**src/logic/asp_pkg.sv**
```systemverilog
/*
 asp_pkg: constants and carriers for the asynchronous static memory controller.
 assumes a 20 MHz core clock; the select and address access, write pulse, write cycle and release times are rounded up to whole cycles of it.
*/
package asp_pkg;
   localparam int ASP_ADDR_W       = 19;
   localparam int ASP_DATA_W       = 8;
   localparam int ASP_CLK_PERIOD_NS = 50;
   // timing figures in ns
   localparam int ASP_T_CYCLE_NS   = 55;
   localparam int ASP_T_ACC_ADDR_NS = 55;
   localparam int ASP_T_ACC_SEL_NS = 55;
   localparam int ASP_T_ACC_OUT_NS = 25;
   localparam int ASP_T_PWRUP_NS   = 55;
   localparam int ASP_T_RELEASE_NS = 20;
   localparam int ASP_T_WPULSE_NS  = 45;
   localparam int ASP_T_ADDR_WEND_NS = 45;
   localparam int ASP_T_DSETUP_NS  = 25;
   localparam int ASP_T_WREC_NS    = 5;
   // least times round up, at least one cycle
   function automatic int asp_up(input int ns);
      int c;
      c = (ns + ASP_CLK_PERIOD_NS - 1) / ASP_CLK_PERIOD_NS;
      return (c < 1) ? 1 : c;
   endfunction
   localparam int ASP_RD_CYC = asp_up(ASP_T_ACC_SEL_NS) > asp_up(ASP_T_ACC_ADDR_NS) ?
                               asp_up(ASP_T_ACC_SEL_NS) : asp_up(ASP_T_ACC_ADDR_NS);
   localparam int ASP_WR_CYC_A = asp_up(ASP_T_WPULSE_NS);
   localparam int ASP_WR_CYC_B = asp_up(ASP_T_CYCLE_NS);
   localparam int ASP_WR_CYC = ASP_WR_CYC_A > ASP_WR_CYC_B ? ASP_WR_CYC_A : ASP_WR_CYC_B;
   localparam int ASP_REL_CYC = asp_up(ASP_T_RELEASE_NS);
   localparam int ASP_CNT_W   = 4;
   localparam logic [ASP_CNT_W-1:0] ASP_CNT_RST = 4'h0;
   localparam logic [ASP_ADDR_W-1:0] ASP_ADDR_RST = 19'h00000;
   localparam logic [ASP_DATA_W-1:0] ASP_DATA_RST = 8'h00;

   typedef enum logic [4:0] {
      ASP_IDLE  = 5'b00001,
      ASP_READ  = 5'b00010,
      ASP_WRITE = 5'b00100,
      ASP_REC   = 5'b01000,
      ASP_TURN  = 5'b10000
   } asp_state_e;

   typedef struct packed {
      logic                  sel_n;
      logic                  out_n;
      logic                  wr_n;
      logic [ASP_ADDR_W-1:0] addr;
      logic [ASP_DATA_W-1:0] wdata;
      logic                  data_oe;
   } asp_pins_s;

   typedef struct packed {
      logic                  valid;
      logic                  write;
      logic [ASP_ADDR_W-1:0] addr;
      logic [ASP_DATA_W-1:0] wdata;
   } asp_req_s;
endpackage

```
**src/logic/asp_ctrl.sv**
```systemverilog
/*
 asp_ctrl: controller that drives a 512K x 8 asynchronous static memory through its pins.
 assumes a 20 MHz clock; the memory itself is outside and keeps its own timing promises.
*/
// Contract
// - the write is ended by raising write strobe before select.
// - address changes only while write strobe is high.
// - address stands from the start of the write until past the pulse end.
// - write pulse and whole write cycle meet their least lengths.
// - address is held until after the terminating edge.
// - write data is driven from write start until after the strobe rises.
// - the controller drives data only while output drive is high.
module asp_ctrl
   import asp_pkg::*;
(
   // clock and reset
   input  wire logic                  core_clk_in,
   input  wire logic                  nrst_in,
   // user request
   input  wire asp_pkg::asp_req_s     req_in,
   output logic                       req_ready_out,
   output logic                       rd_valid_out,
   output logic [asp_pkg::ASP_DATA_W-1:0] rd_data_out,
   // memory pins
   output asp_pkg::asp_pins_s         mem_out,
   input  wire logic [asp_pkg::ASP_DATA_W-1:0] shared_data_lines_in
);
   import asp_pkg::*;

   localparam logic [ASP_CNT_W-1:0] RD_CNT  = ASP_CNT_W'(ASP_RD_CYC + 3);
   localparam logic [ASP_CNT_W-1:0] WR_CNT  = ASP_CNT_W'(ASP_WR_CYC);
   localparam logic [ASP_CNT_W-1:0] REL_CNT = ASP_CNT_W'(ASP_REL_CYC);

   typedef struct packed {
      asp_state_e            state;
      logic [ASP_CNT_W-1:0]  cnt;
      asp_pins_s             pins;
      logic                  rd_valid;
      logic [ASP_DATA_W-1:0] rd_data;
   } asp_ctrl_s;

   asp_ctrl_s st_r;
   asp_ctrl_s st_nxt;
   logic [ASP_DATA_W-1:0] data_sync;

   function automatic asp_pins_s idle_pins(input asp_pins_s p);
      asp_pins_s q;
      q = p;
      q.sel_n = 1'b1;
      q.out_n = 1'b1;
      q.wr_n = 1'b1;
      q.data_oe = 1'b0;
      return q;
   endfunction

   asp_sync #(
      .W(ASP_DATA_W)
   ) u_sync (
      .core_clk_in(core_clk_in),
      .nrst_in    (nrst_in),
      .d_in       (shared_data_lines_in),
      .q_out      (data_sync)
   );

   // a request is taken only in idle; holding the bus busy is the back-pressure
   assign req_ready_out = (st_r.state == ASP_IDLE);

   always_comb begin
      st_nxt = st_r;
      st_nxt.rd_valid = 1'b0;
      unique case (st_r.state)
         ASP_IDLE: begin
            st_nxt.pins = idle_pins(st_r.pins);
            if (req_in.valid) begin
               st_nxt.pins.addr = req_in.addr;
               st_nxt.pins.sel_n = 1'b0;
               if (req_in.write) begin
                  // strobe and select fall together; data driven from start
                  st_nxt.pins.wr_n = 1'b0;
                  st_nxt.pins.wdata = req_in.wdata;
                  st_nxt.pins.data_oe = 1'b1;
                  st_nxt.cnt = WR_CNT;
                  st_nxt.state = ASP_WRITE;
               end else begin
                  st_nxt.pins.out_n = 1'b0;
                  st_nxt.cnt = RD_CNT;
                  st_nxt.state = ASP_READ;
               end
            end
         end
         ASP_READ: begin
            // wait access time plus synchroniser depth before capture
            // select and output drive fall with the address, so one wait covers all
            // select stays low for the power-up time
            if (st_r.cnt == ASP_CNT_RST) begin
               // byte read back from the addressed location
               st_nxt.rd_data = data_sync;
               st_nxt.rd_valid = 1'b1;
               // select and output drive rise together, release time follows
               // no drive and no new access during release
               st_nxt.pins = idle_pins(st_r.pins);
               st_nxt.cnt = REL_CNT;
               st_nxt.state = ASP_TURN;
            end else begin
               st_nxt.cnt = st_r.cnt - 4'h1;
            end
         end
         ASP_WRITE: begin
            // pulse held for the longer of pulse and cycle minimum
            // address stands through the whole pulse
            if (st_r.cnt == 4'h1) begin
               // strobe rises first and ends the write
               st_nxt.pins.wr_n = 1'b1;
               st_nxt.state = ASP_REC;
            end else begin
               st_nxt.cnt = st_r.cnt - 4'h1;
            end
         end
         ASP_REC: begin
            // address and data held one cycle past the strobe edge
            // data stable beyond the terminating edge
            st_nxt.pins = idle_pins(st_r.pins);
            st_nxt.cnt = REL_CNT;
            st_nxt.state = ASP_TURN;
         end
         ASP_TURN: begin
            if (st_r.cnt == 4'h1) begin
               st_nxt.state = ASP_IDLE;
            end else begin
               st_nxt.cnt = st_r.cnt - 4'h1;
            end
         end
         default: begin
            st_nxt.pins = idle_pins(st_r.pins);
            st_nxt.state = ASP_IDLE;
         end
      endcase
   end

   always_ff @(posedge core_clk_in or negedge nrst_in) begin
      if (!nrst_in) begin
         st_r.state <= ASP_IDLE;
         st_r.cnt <= ASP_CNT_RST;
         st_r.pins.sel_n <= 1'b1;
         st_r.pins.out_n <= 1'b1;
         st_r.pins.wr_n <= 1'b1;
         st_r.pins.addr <= ASP_ADDR_RST;
         st_r.pins.wdata <= ASP_DATA_RST;
         st_r.pins.data_oe <= 1'b0;
         st_r.rd_valid <= 1'b0;
         st_r.rd_data <= ASP_DATA_RST;
      end else begin
         st_r <= st_nxt;
      end
   end

   assign mem_out = st_r.pins;
   assign rd_valid_out = st_r.rd_valid;
   assign rd_data_out = st_r.rd_data;

   a_addr_wr_stable: assert property (@(posedge core_clk_in) disable iff (!nrst_in)
      (!mem_out.wr_n && !$past(mem_out.wr_n)) |-> $stable(mem_out.addr))
      else $error("address moved during write pulse");
   a_wr_pulse_len: assert property (@(posedge core_clk_in) disable iff (!nrst_in)
      $fell(mem_out.wr_n) |-> !mem_out.wr_n [*2] ##1 mem_out.wr_n)
      else $error("write pulse length wrong");
   a_wr_end_first: assert property (@(posedge core_clk_in) disable iff (!nrst_in)
      $rose(mem_out.wr_n) |-> !mem_out.sel_n && mem_out.data_oe && $stable(mem_out.addr))
      else $error("write not ended by strobe with hold");
   a_no_contention: assert property (@(posedge core_clk_in) disable iff (!nrst_in)
      mem_out.data_oe |-> mem_out.out_n)
      else $error("controller drives while memory may drive");
   a_data_before_end: assert property (@(posedge core_clk_in) disable iff (!nrst_in)
      $fell(mem_out.wr_n) |-> mem_out.data_oe [*2] ##1 (mem_out.data_oe && mem_out.wr_n))
      else $error("write data not held around strobe");
   a_read_wait: assert property (@(posedge core_clk_in) disable iff (!nrst_in)
      $fell(mem_out.out_n) |-> !rd_valid_out [*6] ##1 rd_valid_out)
      else $error("read captured at wrong time");
   a_release_gap: assert property (@(posedge core_clk_in) disable iff (!nrst_in)
      $rose(mem_out.sel_n) |-> mem_out.sel_n ##1 mem_out.sel_n)
      else $error("access restarted before release time");
   a_idle_deselect: assert property (@(posedge core_clk_in) disable iff (!nrst_in)
      mem_out.sel_n |-> (mem_out.out_n && mem_out.wr_n && !mem_out.data_oe))
      else $error("strobes active while deselected");
   a_wdata_steady: assert property (@(posedge core_clk_in) disable iff (!nrst_in)
      (!mem_out.wr_n && !$past(mem_out.wr_n)) |-> $stable(mem_out.wdata))
      else $error("write data moved during write pulse");
   a_addr_rd_stable: assert property (@(posedge core_clk_in) disable iff (!nrst_in)
      (!mem_out.out_n && !$past(mem_out.out_n)) |-> $stable(mem_out.addr))
      else $error("address moved during read");
   a_rd_sel_held: assert property (@(posedge core_clk_in) disable iff (!nrst_in)
      $fell(mem_out.out_n) |-> !mem_out.sel_n [*6] ##1 mem_out.sel_n)
      else $error("select not held through read access");
   a_wr_out_high: assert property (@(posedge core_clk_in) disable iff (!nrst_in)
      !mem_out.wr_n |-> mem_out.out_n)
      else $error("output drive low during write");
   a_wr_addr_hold: assert property (@(posedge core_clk_in) disable iff (!nrst_in)
      $rose(mem_out.wr_n) |-> ##1 (mem_out.sel_n && !mem_out.data_oe && $stable(mem_out.addr)))
      else $error("address or data not held past write end");
   a_out_release: assert property (@(posedge core_clk_in) disable iff (!nrst_in)
      $rose(mem_out.out_n) |-> !mem_out.data_oe ##1 !mem_out.data_oe)
      else $error("data driven inside release time");
endmodule

```
**src/logic/asp_sync.sv**
```systemverilog
/*
 asp_sync: three-stage synchroniser for the returning data lines.
 assumes the input is asynchronous; a bit changes once stages two and three agree.
*/
module asp_sync #(
   parameter int W = 8
) (
   // clock and reset
   input  wire logic         core_clk_in,
   input  wire logic         nrst_in,
   // data
   input  wire logic [W-1:0] d_in,
   output logic      [W-1:0] q_out
);
   typedef struct packed {
      logic [W-1:0] s1;
      logic [W-1:0] s2;
      logic [W-1:0] s3;
      logic [W-1:0] q;
   } asp_sync_s;
   asp_sync_s st_r;
   asp_sync_s st_nxt;
   always_comb begin
      st_nxt = st_r;
      st_nxt.s1 = d_in;
      st_nxt.s2 = st_r.s1;
      st_nxt.s3 = st_r.s2;
      for (int i = 0; i < W; i++) begin
         if (st_r.s2[i] == st_r.s3[i]) begin
            st_nxt.q[i] = st_r.s3[i];
         end
      end
   end
   always_ff @(posedge core_clk_in or negedge nrst_in) begin
      if (!nrst_in) begin
         st_r <= '0;
      end else begin
         st_r <= st_nxt;
      end
   end
   assign q_out = st_r.q;
endmodule

```
**config.mk**
```make
export PLATFORM = sky130hd
export DESIGN_NAME = asp_ctrl
export DESIGN_NICKNAME = d
export VERILOG_FILES = /design/src/logic/asp_pkg.sv /design/src/logic/asp_ctrl.sv /design/src/logic/asp_sync.sv
export SDC_FILE = /design/constraint.sdc
export NUM_CORES = 1
export LEC_CHECK = 0
export CORE_MARGIN = 2
export CORE_UTILIZATION = 50
export DETAILED_ROUTE_END_ITERATION = 8
export DONT_BUFFER_PORTS = 1
export PLACE_DENSITY_LB_ADDON = 0.1
export SYNTH_ARGS = -nofsm -noshare
export SYNTH_HDL_FRONTEND = slang
export SYNTH_SLANG_ARGS = --single-unit
export TNS_END_PERCENT = 1
```
**constraint.sdc**
```tcl
create_clock -name core_clk_in -period 1.9 [get_ports core_clk_in]
set_clock_uncertainty 0.1 [all_clocks]
set_input_delay 0.285 -clock core_clk_in [delete_from_list [all_inputs] [get_ports core_clk_in]]
set_output_delay 0.285 -clock core_clk_in [all_outputs]
set_load 0.02 [all_outputs]
```
# Word level (Yosys, flattened, before mapping)
# Cells that the tools add are included.
[classes]
eq_ne = 19
n_mux = 18
n_addsub = 1
bitwise_logic = 3
reduce_logical = 10
[ops]
columns = ["op", "count"]
rows = [
  ["28-bit case mux with 3 select lines", 1],
  ["40-bit 2-to-1 mux", 2],
  ["5-bit case mux with 5 select lines", 1],
  ["9-bit 2-to-1 mux", 2],
  ["4-bit case mux with 4 select lines", 1],
  ["5-bit 2-to-1 mux", 3],
  ["2-bit != test, second input constant", 5],
  ["1-bit equality test", 8],
  ["4-bit 2-to-1 mux", 2],
  ["4-bit AND reduction", 2],
  ["7-bit 2-to-1 mux", 1],
  ["2-bit case mux with 3 select lines", 1],
  ["3-bit AND reduction", 2],
  ["5-bit by 1-bit equality test with 1-bit output, second input constant", 1],
  ["5-bit by 2-bit equality test with 1-bit output, second input constant", 1],
  ["5-bit by 3-bit equality test with 1-bit output, second input constant", 1],
  ["5-bit by 4-bit equality test with 1-bit output, second input constant", 1],
  ["5-bit equality test, second input constant", 1],
  ["5-bit AND reduction", 1],
  ["4-bit by 1-bit equality test with 1-bit output, second input constant", 1],
  ["4-bit zero test", 1],
  ["1-bit case mux with 4 select lines", 1],
  ["2-bit AND reduction", 2],
  ["4-bit nonzero test", 1],
  ["other kinds (4)", 8],
]
[word_totals]
output_inout_bits = 41
inputBits = 39
ff_bits = 81
word_cells = 72

# Longest topological paths before layout
# Gate-level depths: netlist of run 1.
[logic_depth]
depth_word = 4
depth_mapped = 7
mapped_depth_nobuf = 7

# Hierarchy
# Synthesis of run 1 repeated with hierarchy kept, for this count alone.
[unflattened]
cells_unflattened = 312
hier_area_um2 = 3383.2
[by_module_without_submodules]
columns = ["module", "area_each_um2", "cells_each", "n_inst", "seq_area_each_um2"]
rows = [
  ["asp_ctrl", 2432.3, 264, 1, 1231.2],
  ["asp_sync", 950.9, 48, 1, 800.8],
]

# Worst setup path after synthesis of run 1
# Ideal clock, no wire load.
[synth_timing]
path_type = "register to register"
from = "register st_r[46] in the netlist's numbering"
to = "register st_r (netlist bit mem_out[2])"
t_required_ns = 1.672
path_buffers = 2
period_less_slack_ns = 1.851
stages_incl_launch_ff = 7
slack_ns = 0.049
setup_time_ns = 0.128
t_arrival_ns = 1.623
cell_sequence = "dfrtp_1 buf_6 or2_4 nor3_4 nand3_1 buf_4 mux2_1"
[synth_via]
word_cells_on_any_way = 9
classes_between = "eq/ne: 4; mux: 1; bitwise: 2; reduce/logical: 2"
[synth_rtl]
columns = ["item", "line_no", "text"]
rows = [
  ["start, declared", "asp_ctrl.sv:42", "asp_ctrl_s st_r;"],
  ["start signal, assigned", "asp_ctrl.sv:153", "st_r <= st_nxt;"],
  ["5-bit by 1-bit equality test with 1-bit output (*)", "-", ""],
  ["net req_ready_out", "asp_ctrl.sv:21", "output logic req_ready_out,"],
  ["28-bit case mux with 3 select lines or 5-bit AND reduction (tied branches)", "-", ""],
]
# The timed path passes the listed nets; every way through them passes the cells marked *.
# A chain may end at the register's enable or synchronous reset.

# Worst setup path after layout of run 1
[layout_timing]
from = "register st_r[41] in the netlist's numbering"
to = "register st_r[40] in the netlist's numbering"
[layout_via]
elab_chain_cells = 3
word_cells_on_any_way = 6
classes_between = "eq/ne: 2; mux: 2; reduce/logical: 2"
[layout_rtl]
columns = ["item", "line_no"]
rows = [
  ["4-bit by 1-bit equality test with 1-bit output or 4-bit zero test (tied branches)", "asp_ctrl.sv:111, asp_ctrl.sv:127, asp_ctrl.sv:95"],
  ["2-bit != test (no line) or 4-bit 2-to-1 mux (tied branches)", "-"],
  ["3-bit AND reduction (no line) or 4-bit case mux with 4 select lines (tied branches)", "-"],
]
# Several ways; a longest one is shown, not always the timed one.

==> results of run 1 <==
-- power groups by stage --
stage,logic (W),clock network (W),registers (W)
after global routing,0.00274,0.00141,0.00333
after detailed placement,0.00235,0,0.00327
after floorplan,0.00298,0,0.00256
final,0.00248,0.00127,0.00324
after global placement,0.00226,0,0.00328
after CTS,0.00245,0.00133,0.00325
-- sequential cells by signal, summed over array words and instances (netlist names) --
signal         count
mem_out           31
u_sync.st_nxt     16
st_r               9
rd_data_out        8
u_sync.q_out       8
u_sync.st_r        8
rd_valid_out       1
-- cell usage after synthesis (all sizes together), types with 2 or more instances --
library cell | number | area share (%)
nor4 | 2 | 0.54
buf | 47 | 10
mux2 | 35 | 11
o21ai | 7 | 1.0
nand2 | 8 | 0.94
a21oi | 6 | 1.1
dfstp | 4 | 3.0
nor3 | 3 | 0.76
o32ai | 2 | 0.50
ha | 3 | 1.1
a22o | 3 | 0.76
o21a | 2 | 0.43
xor2 | 3 | 0.76
nand2b | 2 | 0.58
nand3 | 3 | 0.79
inv | 9 | 0.97
dfrtp | 77 | 56
nor2 | 9 | 1.0
maj3 | 8 | 2.3
-- metrics by stage --
step | cells | TNS (ps) | instance area (um^2) | power [W]
after floorplan | 256 | 0 | 3470 | 0.00554
after global placement | 305 | 0 | 3350 | 0.00554
after detailed placement | 305 | 0 | 3350 | 0.00562
after CTS | 359 | 0 | 3930 | 0.00702
after global routing | 359 | -158 | 3940 | 0.00749
final | 359 | 0 | 3940 | 0.00699
-- worst reg2reg max path, stage by stage (launching register included) --
cell,delay (ps)
dfrtp_1,410
inv_2,80
ha_2,170
or3b_2,470
nand4bb_1,180
a21oi_4,110
a22o_1,240
-- final timing paths --
kind | to | cells after the start | slack (ps)
setup / recovery | st_r[40]$_DFFE_PN0P_ | 6 | 40
hold / removal | rd_data_out[4]$_DFFE_PN0P_ | 0 | -470
setup reg to reg | st_r[40]$_DFFE_PN0P_ | 6 | 40
hold reg to reg | u_sync.st_nxt[8]$_DFF_PN0_ | 0 | 250
max in group asynchronous | mem_out[30]$_DFFE_PN1P_ | 0 | 1950
min in group core_clk_in | mem_out[28]$_DFFE_PN1P_ | 2 | 20
-- routing by layer --
layer | up-vias | share of wire, % | GRT usage [%]
li1 | 879 | - | -
met1 | 906 | 41 | 19.5
met2 | 56 | 51 | 27.3
met3 | 9 | 5.9 | 6.35
met4 | 0 | 1.6 | 6.71
met5 | - | 0 | 0
-- kinds of logic (layout without fill, tap and decap cells) --
kind of cell | count (synthesis) | count (layout) | synth area share, %
AO/OA/AOI/OAI | 30 | 30 | 6.96
XOR/XNOR | 4 | 4 | 1.01
adder cells (fa/ha/maj) | 11 | 11 | 3.39
buffers and inverters | 56 | 79 | 11.3
flip-flops | 81 | 81 | 58.6
multiplexers | 36 | 36 | 11.6
AND/OR/NAND/NOR | 38 | 38 | 7.18
-- layout make-up --
cell class	instances	area [um^2]	area share (%)
Sequential cell	81	2030	51.5
Multi-Input combinational cell	119	1060	27.0
Timing Repair Buffer	54	508	12.9
Clock buffer	9	124	3.14
Tap cell	80	100	2.54
Clock inverter	7	81.3	2.06
Inverter	9	33.8	0.857
-- repair_timing --
item	4_1_cts	5_1_grt
endpoints found under the setup margin	1	8
endpoints found under the hold margin	118	81
setup buffers	2	0
gates resized for setup	0	6
pin swaps	0	1
==> results.md, run 1 <==
- Leak pwr: ~1.7 nW
- Clock power share: a little under a fifth
- CTS buffer count: 9
- Final slew viol count: 0
- Final Worst Setup Slack: between 40 and 50 ps
- Worst EP required: roughly 2000 ps
- Worst slew pin tran: 446 ps
- Post-DRT Antenna Nets: 0
- GRT Residual Overflow: 0
- CTS tree: yes
- Vias: roughly 1900
- Diodes inserted: 0
- Crit path launch: st_r[41]$_DFFE_PN0P_
- Max cap viols: 0
- IO Count: 80
- Net switching power: between 0.002 and 0.003 W
- Drt drc: 0
- Tmin final: around 1900 ps
- Seq/Total Area, Yosys: about 60%
- Logic pwr share: approximately 35%
- Post-synth EDFFs: 0
- Fin util: 58.4%
- Final WL: approximately 5500 um
- Layout cells sized above 1: 30.1%
- Async SR Flop Fraction: 100%
- Total GRT Usage: around 17%
- Core area: between 6000 and 7000 um^2
- First-pass GRT wire length: between 9000 and 10000 um
- Crit. End Element: flop
- Max VDD drop: slightly above 0.9 mV
- Buf+Inv Stages, Crit Path: 1
- RSZ-0062 raised after global routing: yes
- Antenna violations before repair: 0
- CP max stage cell: or3b_2
- Pint: approximately 0.0043 W
- Hold buffers post-CTS: 36
- Largest net degree at the start of global routing: 82
- Yosys cell types: 53
- # fillers: 551
- DP Wirelength: around 3700 um
- Netlist Area Pre-Place: about 3500 um^2
- Clock sink count: between 80 and 90
- Syn Inst Count: ~260
- FMAX: 539 MHz
- Final setup viols: 0
- Drt pass-1 iters: 4
- CP arrival: roughly 2000 ps
- CP max stage delay: between 400 and 500 ps
- Port bufs: 0
- Final net count: approximately 320
- Wire per inst: 15.4 um
- Vias in the first global route: a little under 2000
- Status: complete, but fails checks
- Row cnt: 30
- Die ar.: about 7600 um^2
- FF+latch count, synth: just over 80
- Clock latency on the worst-skew pair: roughly 350 ps
- Root buffer cell: clkbuf_8
- PwrDens: between 1500 and 2000 nW/um^2
- Sw frac: roughly two fifths
- Initial Util: about 50%
- GP Congestion: roughly 0.82
- Rel. slew slack: a little over two thirds
- Endpoints failing hold: about 80
- CP Cell Sequence: inv_2 > ha_2 > or3b_2 > nand4bb_1 > a21oi_4 > a22o_1
- Type of origin of the critical path: flop
- Worst path top cell family by delay: simple AND/OR/NAND/NOR gates
- Yosys warnings: 0
- Pre-CTS setup slack: approximately 62 ps
- CTS Buffer Depth: 2
- CP Max Fanout: 8
- Die Span Y: 87.3 um
- DR vias/cell: 5.15
- CTS H-tree lvls: 3
- Crit path kind: flop to flop
- Final hold slack: -469 ps
- Hold Crit Class: primary input to async pin
- Post-synth top flop: dfrtp_1
- Clock Pin Slew Worst Setup and Hold Paths: about 90 ps
- Failing checks: hold timing
- Commonest non-fill, non-tap cell in the layout: dfrtp_1
- Reg2reg start: st_r[41]$_DFFE_PN0P_
- Syn avg cell area: 13.6 um^2
- Die X: 87.3 um
- Final worst-path cycle share: 97.7%
- Synthesis-to-finish area growth: 13.6%
- Drt initial violations: 63
- Flop pwr share: 46.4%
- Most frequent cells in the layout: dfrtp_1, dlygate4sd3_1, mux2_2, buf_4, clkbuf_8
- Mapped Nets: between 200 and 300
No activity file was read; power rests on OpenSTA's default activity.
==> run 2: changes to the inputs <==
SETUP_SLACK_MARGIN = 0.05   (was default)
SLEW_MARGIN = 20   (was default)
clock period = 1.7 ns   (was 1.9 ns; I/O delays follow)
==> run 2 against run 1 <==
  * The run ends with hold timing, setup timing left
  * Sequential power is 11% higher
  * Design area is 6.4% higher
  * Critical path depth is 3 lower
  * Final cell count is 6.1% higher
  * Power is 20% higher
  * Global-route usage is 0.97 points higher
  * Setup slack worse by 150 ps
  * Combinational power is 40% higher
  * Sequential share of layout area is 3.1 points lower
  * Die area stayed put
  * Register-to-register slack worse by 150 ps
  * Sequential cell count stayed put
==> results.md, run 2 (synthesized netlist as in run 1, its figures left out) <==
- Levels on crit path: 3
- Wire per inst: between 15 and 20 um
- Die Span Y: about 87 um
- Tmin final: 1810 ps
- CP max stage cell: dfrtp_2
- Endpoints failing hold: 81
- Post-Place Cells: 323
- Worst EP required: 1340 ps
- Final hold slack: -497 ps
- DP Wirelength: roughly 4200 um
- Status: complete, but fails checks
- Total Power: about 0.0084 W
- CP Max Fanout: 8
- Crit path launch: st_r[48]$_DFFE_PN0P_
- DR vias/cell: between 5 and 6
- Final WL: between 6000 and 7000 um
- Vias: roughly 2000
- FMAX: approximately 550 MHz
- Worst r2r dst: st_r[43]$_DFFE_PN0P_
- Max VDD drop: between 1 and 1.5 mV
- Buf+Inv Stages, Crit Path: 1
- CTS tree: yes
- Final slew viol count: 0
- Crit path kind: flop to output pin
- GRT Residual Overflow: 0
- Total GRT Usage: 17.5%
- Largest net degree at the start of global routing: 82
- Non-Filler Instances: 381
- Clock Pin Slew Worst Setup and Hold Paths: approximately 80 ps
- Most frequent cells in the layout: dfrtp_1, dlygate4sd3_1, buf_4, mux2_2, clkbuf_8
- Drt drc: 0
- RSZ-0062 raised after global routing: yes
- Max reg flops: 31
- Layout cells sized above 1: between 30% and 40%
- Post-DRT Antenna Nets: 0
- Type of origin of the critical path: flop
- Diodes inserted: 0
- Antenna violations before repair: 0
- Vias in the first global route: slightly above 2000
- Failing checks: hold timing, setup timing
- CP arrival: around 1500 ps
- CTS Buffer Depth: 2
- PwrDens: between 2000 and 2500 nW/um^2
- CTS buffer count: 9
- CP Cell Sequence: nand2b_4 > nor3_4 > buf_4
- Die ar.: approximately 7600 um^2
- Final net count: ~340
- Hold buffers post-CTS: 37
- Setup tns final: -706 ps
- Die X: 87.3 um
- Hold Crit Class: primary input to async pin
- Row cnt: 30
- Reg2reg start: st_r[44]$_DFFE_PN1P_
- Commonest non-fill, non-tap cell in the layout: dfrtp_1
- Worst slew pin tran: between 300 and 400 ps
- Placed cell area: ~3500 um^2
- Port bufs: 0
- Fin util: about 62%
- Final setup viols: 18
- Drt initial violations: between 50 and 60
- Worst path top cell family by delay: flip-flops
- CTS H-tree lvls: 3
- GP Congestion: about 0.8
- CP max stage delay: approximately 480 ps
- Final Worst Setup Slack: -105 ps
- Clock sink count: a little over 80
- Clock latency on the worst-skew pair: about 340 ps
- Crit. End Element: output pin
- Drt pass-1 iters: 4
- Synthesis-to-finish area growth: 21.0%
- Worst Setup EP: req_ready_out
- Initial Util: 51.4%
- R2r setup slk: -110 ps
- R2R cell count: 6
- # fillers: around 550
- Rel. slew slack: between 70% and 80%
- IO Count: 80
- Fin area: ~4200 um^2
- Final worst-path cycle share: 106%
- Root buffer cell: clkbuf_8
- Max cap viols: 0
- Leak pwr: between 1.5 and 2 nW
- First-pass GRT wire length: around 10000 um
- Core area: between 6000 and 7000 um^2
-- run 2: cell count changes in the layout (fill, tap and decap cells not counted), moves of 2 or more --
| cell | change |
|---|---|
| o21ai_1 | +3 |
| mux2_1 | -7 |
| clkinvlp_4 | +2 |
| o21ai_0 | -2 |
| clkbuf_1 | +3 |
| mux2_4 | +7 |
| inv_6 | -3 |
| buf_4 | +18 |
| buf_6 | +3 |
-- run 2: how the worst min path moves through the flow --
stage                             endpoint  slack, ps  cells after the start
global placement    mem_out[2]$_DFFE_PN0P_       -140                      0
floorplan           mem_out[0]$_DFFE_PN0P_       -140                      0
global route        mem_out[4]$_DFFE_PN0P_       -530                      0
CTS                 mem_out[4]$_DFFE_PN0P_       -520                      0
finish              mem_out[4]$_DFFE_PN0P_       -500                      0
detailed placement  mem_out[2]$_DFFE_PN0P_       -140                      0
-- run 2: where the power goes --
group | internal, W | switching, W | leakage, nW | total (W)
clock network | 0.000686 | 0.000656 | 0.0872 | 0.00134
logic | 0.00195 | 0.00152 | 0.801 | 0.00347
registers | 0.00257 | 0.00103 | 0.970 | 0.00360
-- run 2: final cells by class --
| cell class | instances | area (um^2) | share of cell area (%) |
|---|---|---|---|
| Clock inverter | 4 | 53.8 | 1.28 |
| Sequential cell | 81 | 2030 | 48.4 |
| Clock buffer | 12 | 135 | 3.22 |
| Tap cell | 80 | 100 | 2.39 |
| Inverter | 9 | 33.8 | 0.805 |
| Timing Repair Buffer | 76 | 687 | 16.4 |
| Multi-Input combinational cell | 119 | 1150 | 27.5 |
-- run 2: metrics by stage --
step	setup slack (ps)	hold WS, ps
6_report	-105	-497
5_1_grt	-172	-533
4_1_cts	-109	-519
3_5_place_dp	-162	-139
3_3_place_gp	-149	-139
2_1_floorplan	-151	-141
-- run 2: repair_timing --
action / in CTS / in global routing
gates resized for setup: 24 / 7
pin swaps: 8 / 5
hold endpoints to repair: 119 / 82
buffers inserted: 4 / 1
endpoints found under the setup margin: 47 / 47
-- run 2: per-layer routing --
metal  global-route usage [%]  share of wire (%)
met2                     28.9                 50
met1                     20.4                 42
met5                        0                  0
met3                     7.01                6.1
met4                     7.13                1.4
-- run 2: worst reg2reg max path, delay by kind of cell, from the launching register on --
kind / cells / cell delay (ps)
buf+inv: 1 / 130
flops: 1 / 590
compound gates: 4 / 720
xor+xnor: 1 / 150
==> run 3: changes to the inputs <==
GPL_TIMING_DRIVEN = 0   (was default)
==> run 3 against run 2 <==
  * The run still ends with hold timing, setup timing left
  * Clock power increased by 21%
  * Clock-buffer cell count down 3
  * Sequential share of layout area is 2.0 points lower
  * Sequential cell count unchanged
  * Fmax down 7.0%
  * Largest cell class unchanged
  * Routed wire length down 1.3%
  * Non-clock buffer count grew 17
  * Combinational power increased by 27%
==> results.md, run 3 (synthesized netlist as in run 1, its figures left out) <==
- Status: complete, but fails checks
- Failing checks: hold timing, setup timing
- Vias in the first global route: 2092
- CP dominant cell by count: buf_6
- Row cnt: 30
- Commonest non-fill, non-tap cell in the layout: dfrtp_1
- Rel. slew slack: between 70% and 80%
- Tmin final: 1940 ps
- Drt pass-1 iters: 4
- Endpoints failing hold: 81
- Largest net degree at the start of global routing: 82
- Pre-CTS setup slack: -344 ps
- IO Count: 80
- Type of origin of the critical path: flop
- Initial Util: slightly above 50%
- GRT Residual Overflow: 0
- Max cap viols: 0
- Final Worst Setup Slack: -241 ps
- Setup tns final: -6920 ps
- CP max stage delay: approximately 380 ps
- Diodes inserted: 0
- Port bufs: 0
- Drt drc: 0
- Total GRT Usage: between 15 and 20%
- Final worst-path cycle share: 114%
- Max VDD drop: around 1.0 mV
- Die X: between 80 and 90 um
- Antenna violations before repair: 0
- Post-DRT Antenna Nets: 0
- RSZ-0062 raised after global routing: yes
- Final hold slack: -512 ps
- Wire per inst: between 15 and 20 um
- Final setup viols: 38
- CTS tree: yes
- Leak pwr: roughly 1.9 nW
- Crit path launch: st_r[46]$_DFFE_PN0P_
- PwrDens: approximately 2000 nW/um^2
- DR vias/cell: 5.19
- CP Max Fanout: 10
- Final slew viol count: 0
- CP max stage cell: dfrtp_1
- Max reg flops: 31
- CTS H-tree lvls: 3
- FMAX: a little over 500 MHz
- GP Congestion: around 0.80
- Drt initial violations: 105
- Total Power: approximately 0.009 W
- CP arrival: 2070 ps
- Reg2reg start: st_r[46]$_DFFE_PN0P_
- Vias: 2064
- Worst slew pin tran: about 430 ps
- CTS buffer count: 9
- Die ar.: around 7600 um^2
- Die Span Y: between 80 and 90 um
- Root buffer cell: clkbuf_8
- Final net count: roughly 360
- Core area: about 6800 um^2
- Crit path kind: flop to flop
- First-pass GRT wire length: just over 10000 um
- Layout cells sized above 1: around 42%
- CTS Buffer Depth: 2
- DP Wirelength: between 3000 and 4000 um
- Hold buffers post-CTS: 37
- Worst EP required: 1830 ps
- Synthesis-to-finish area growth: 26.0%
- Clock latency on the worst-skew pair: approximately 350 ps
- Most frequent cells in the layout: dfrtp_1, buf_4, dlygate4sd3_1, mux2_2, clkbuf_8
- CP Cell Sequence: buf_6 > or2_4 > nor3_4 > nand2_2 > buf_6 > mux2_2
- Clock Pin Slew Worst Setup and Hold Paths: 90 ps
- Final WL: just over 6000 um
- Clock sink count: between 80 and 90
- Hold Crit Class: primary input to async pin
- Crit. End Element: flop
[run 3: worst max-delay path, delay by kind of cell (launching register included)]
kind | cells | cell delay (ps)
buffers and inverters | 2 | 300
AND/OR/NAND/NOR | 3 | 750
flip-flops | 1 | 380
multiplexers | 1 | 280
[run 3: layout make-up]
type                       instances  area (um^2)
clock inverter                     7          108
inverter                           9         33.8
sequential                        81         2030
multi-input combinational        119         1170
fill                             507         2380
timing repair buffer              46          435
buffer                            47          373
tap                               80          100
clock buffer                       9          124
[run 3: what timing repair did]
item,4_1_cts,5_1_grt
pin swaps,5,7
cloned,1,0
setup buffers,7,1
hold endpoints to repair,119,81
gates resized for setup,25,7
setup endpoints to repair,49,49
[run 3: power by group]
group / switching (W) / internal (W)
sequential: 0.000383 / 0.00257
combinational: 0.00224 / 0.00218
clock: 0.000764 / 0.000858
[run 3: worst paths after layout]
kind                       slack [ps]  cells after the start                           to
min in group core_clk_in           30                      2       mem_out[1]$_DFFE_PN0P_
setup reg to reg                 -240                      6      mem_out[17]$_DFFE_PN0P_
hold reg to reg                   250                      0  u_sync.st_nxt[10]$_DFF_PN0_
setup / recovery                 -240                      6      mem_out[17]$_DFFE_PN0P_
max in group asynchronous        1800                      0         st_r[44]$_DFFE_PN1P_
hold / removal                   -510                      0       mem_out[7]$_DFFE_PN0P_
[run 3: routing by layer]
metal / GRT usage (%) / share of wire, %
met1: 22.7 / 43
met2: 27.6 / 50
met3: 5.78 / 5.0
met4: 6.29 / 1.1
met5: 0 / 0
[run 3: metrics by stage]
step	util (%)	std cells	instance area, um^2
global placement	52.8	336	3570
CTS	64.0	397	4330
global route	64.7	398	4370
floorplan	-	256	3470
finish	64.7	398	4370
detailed placement	52.8	336	3570
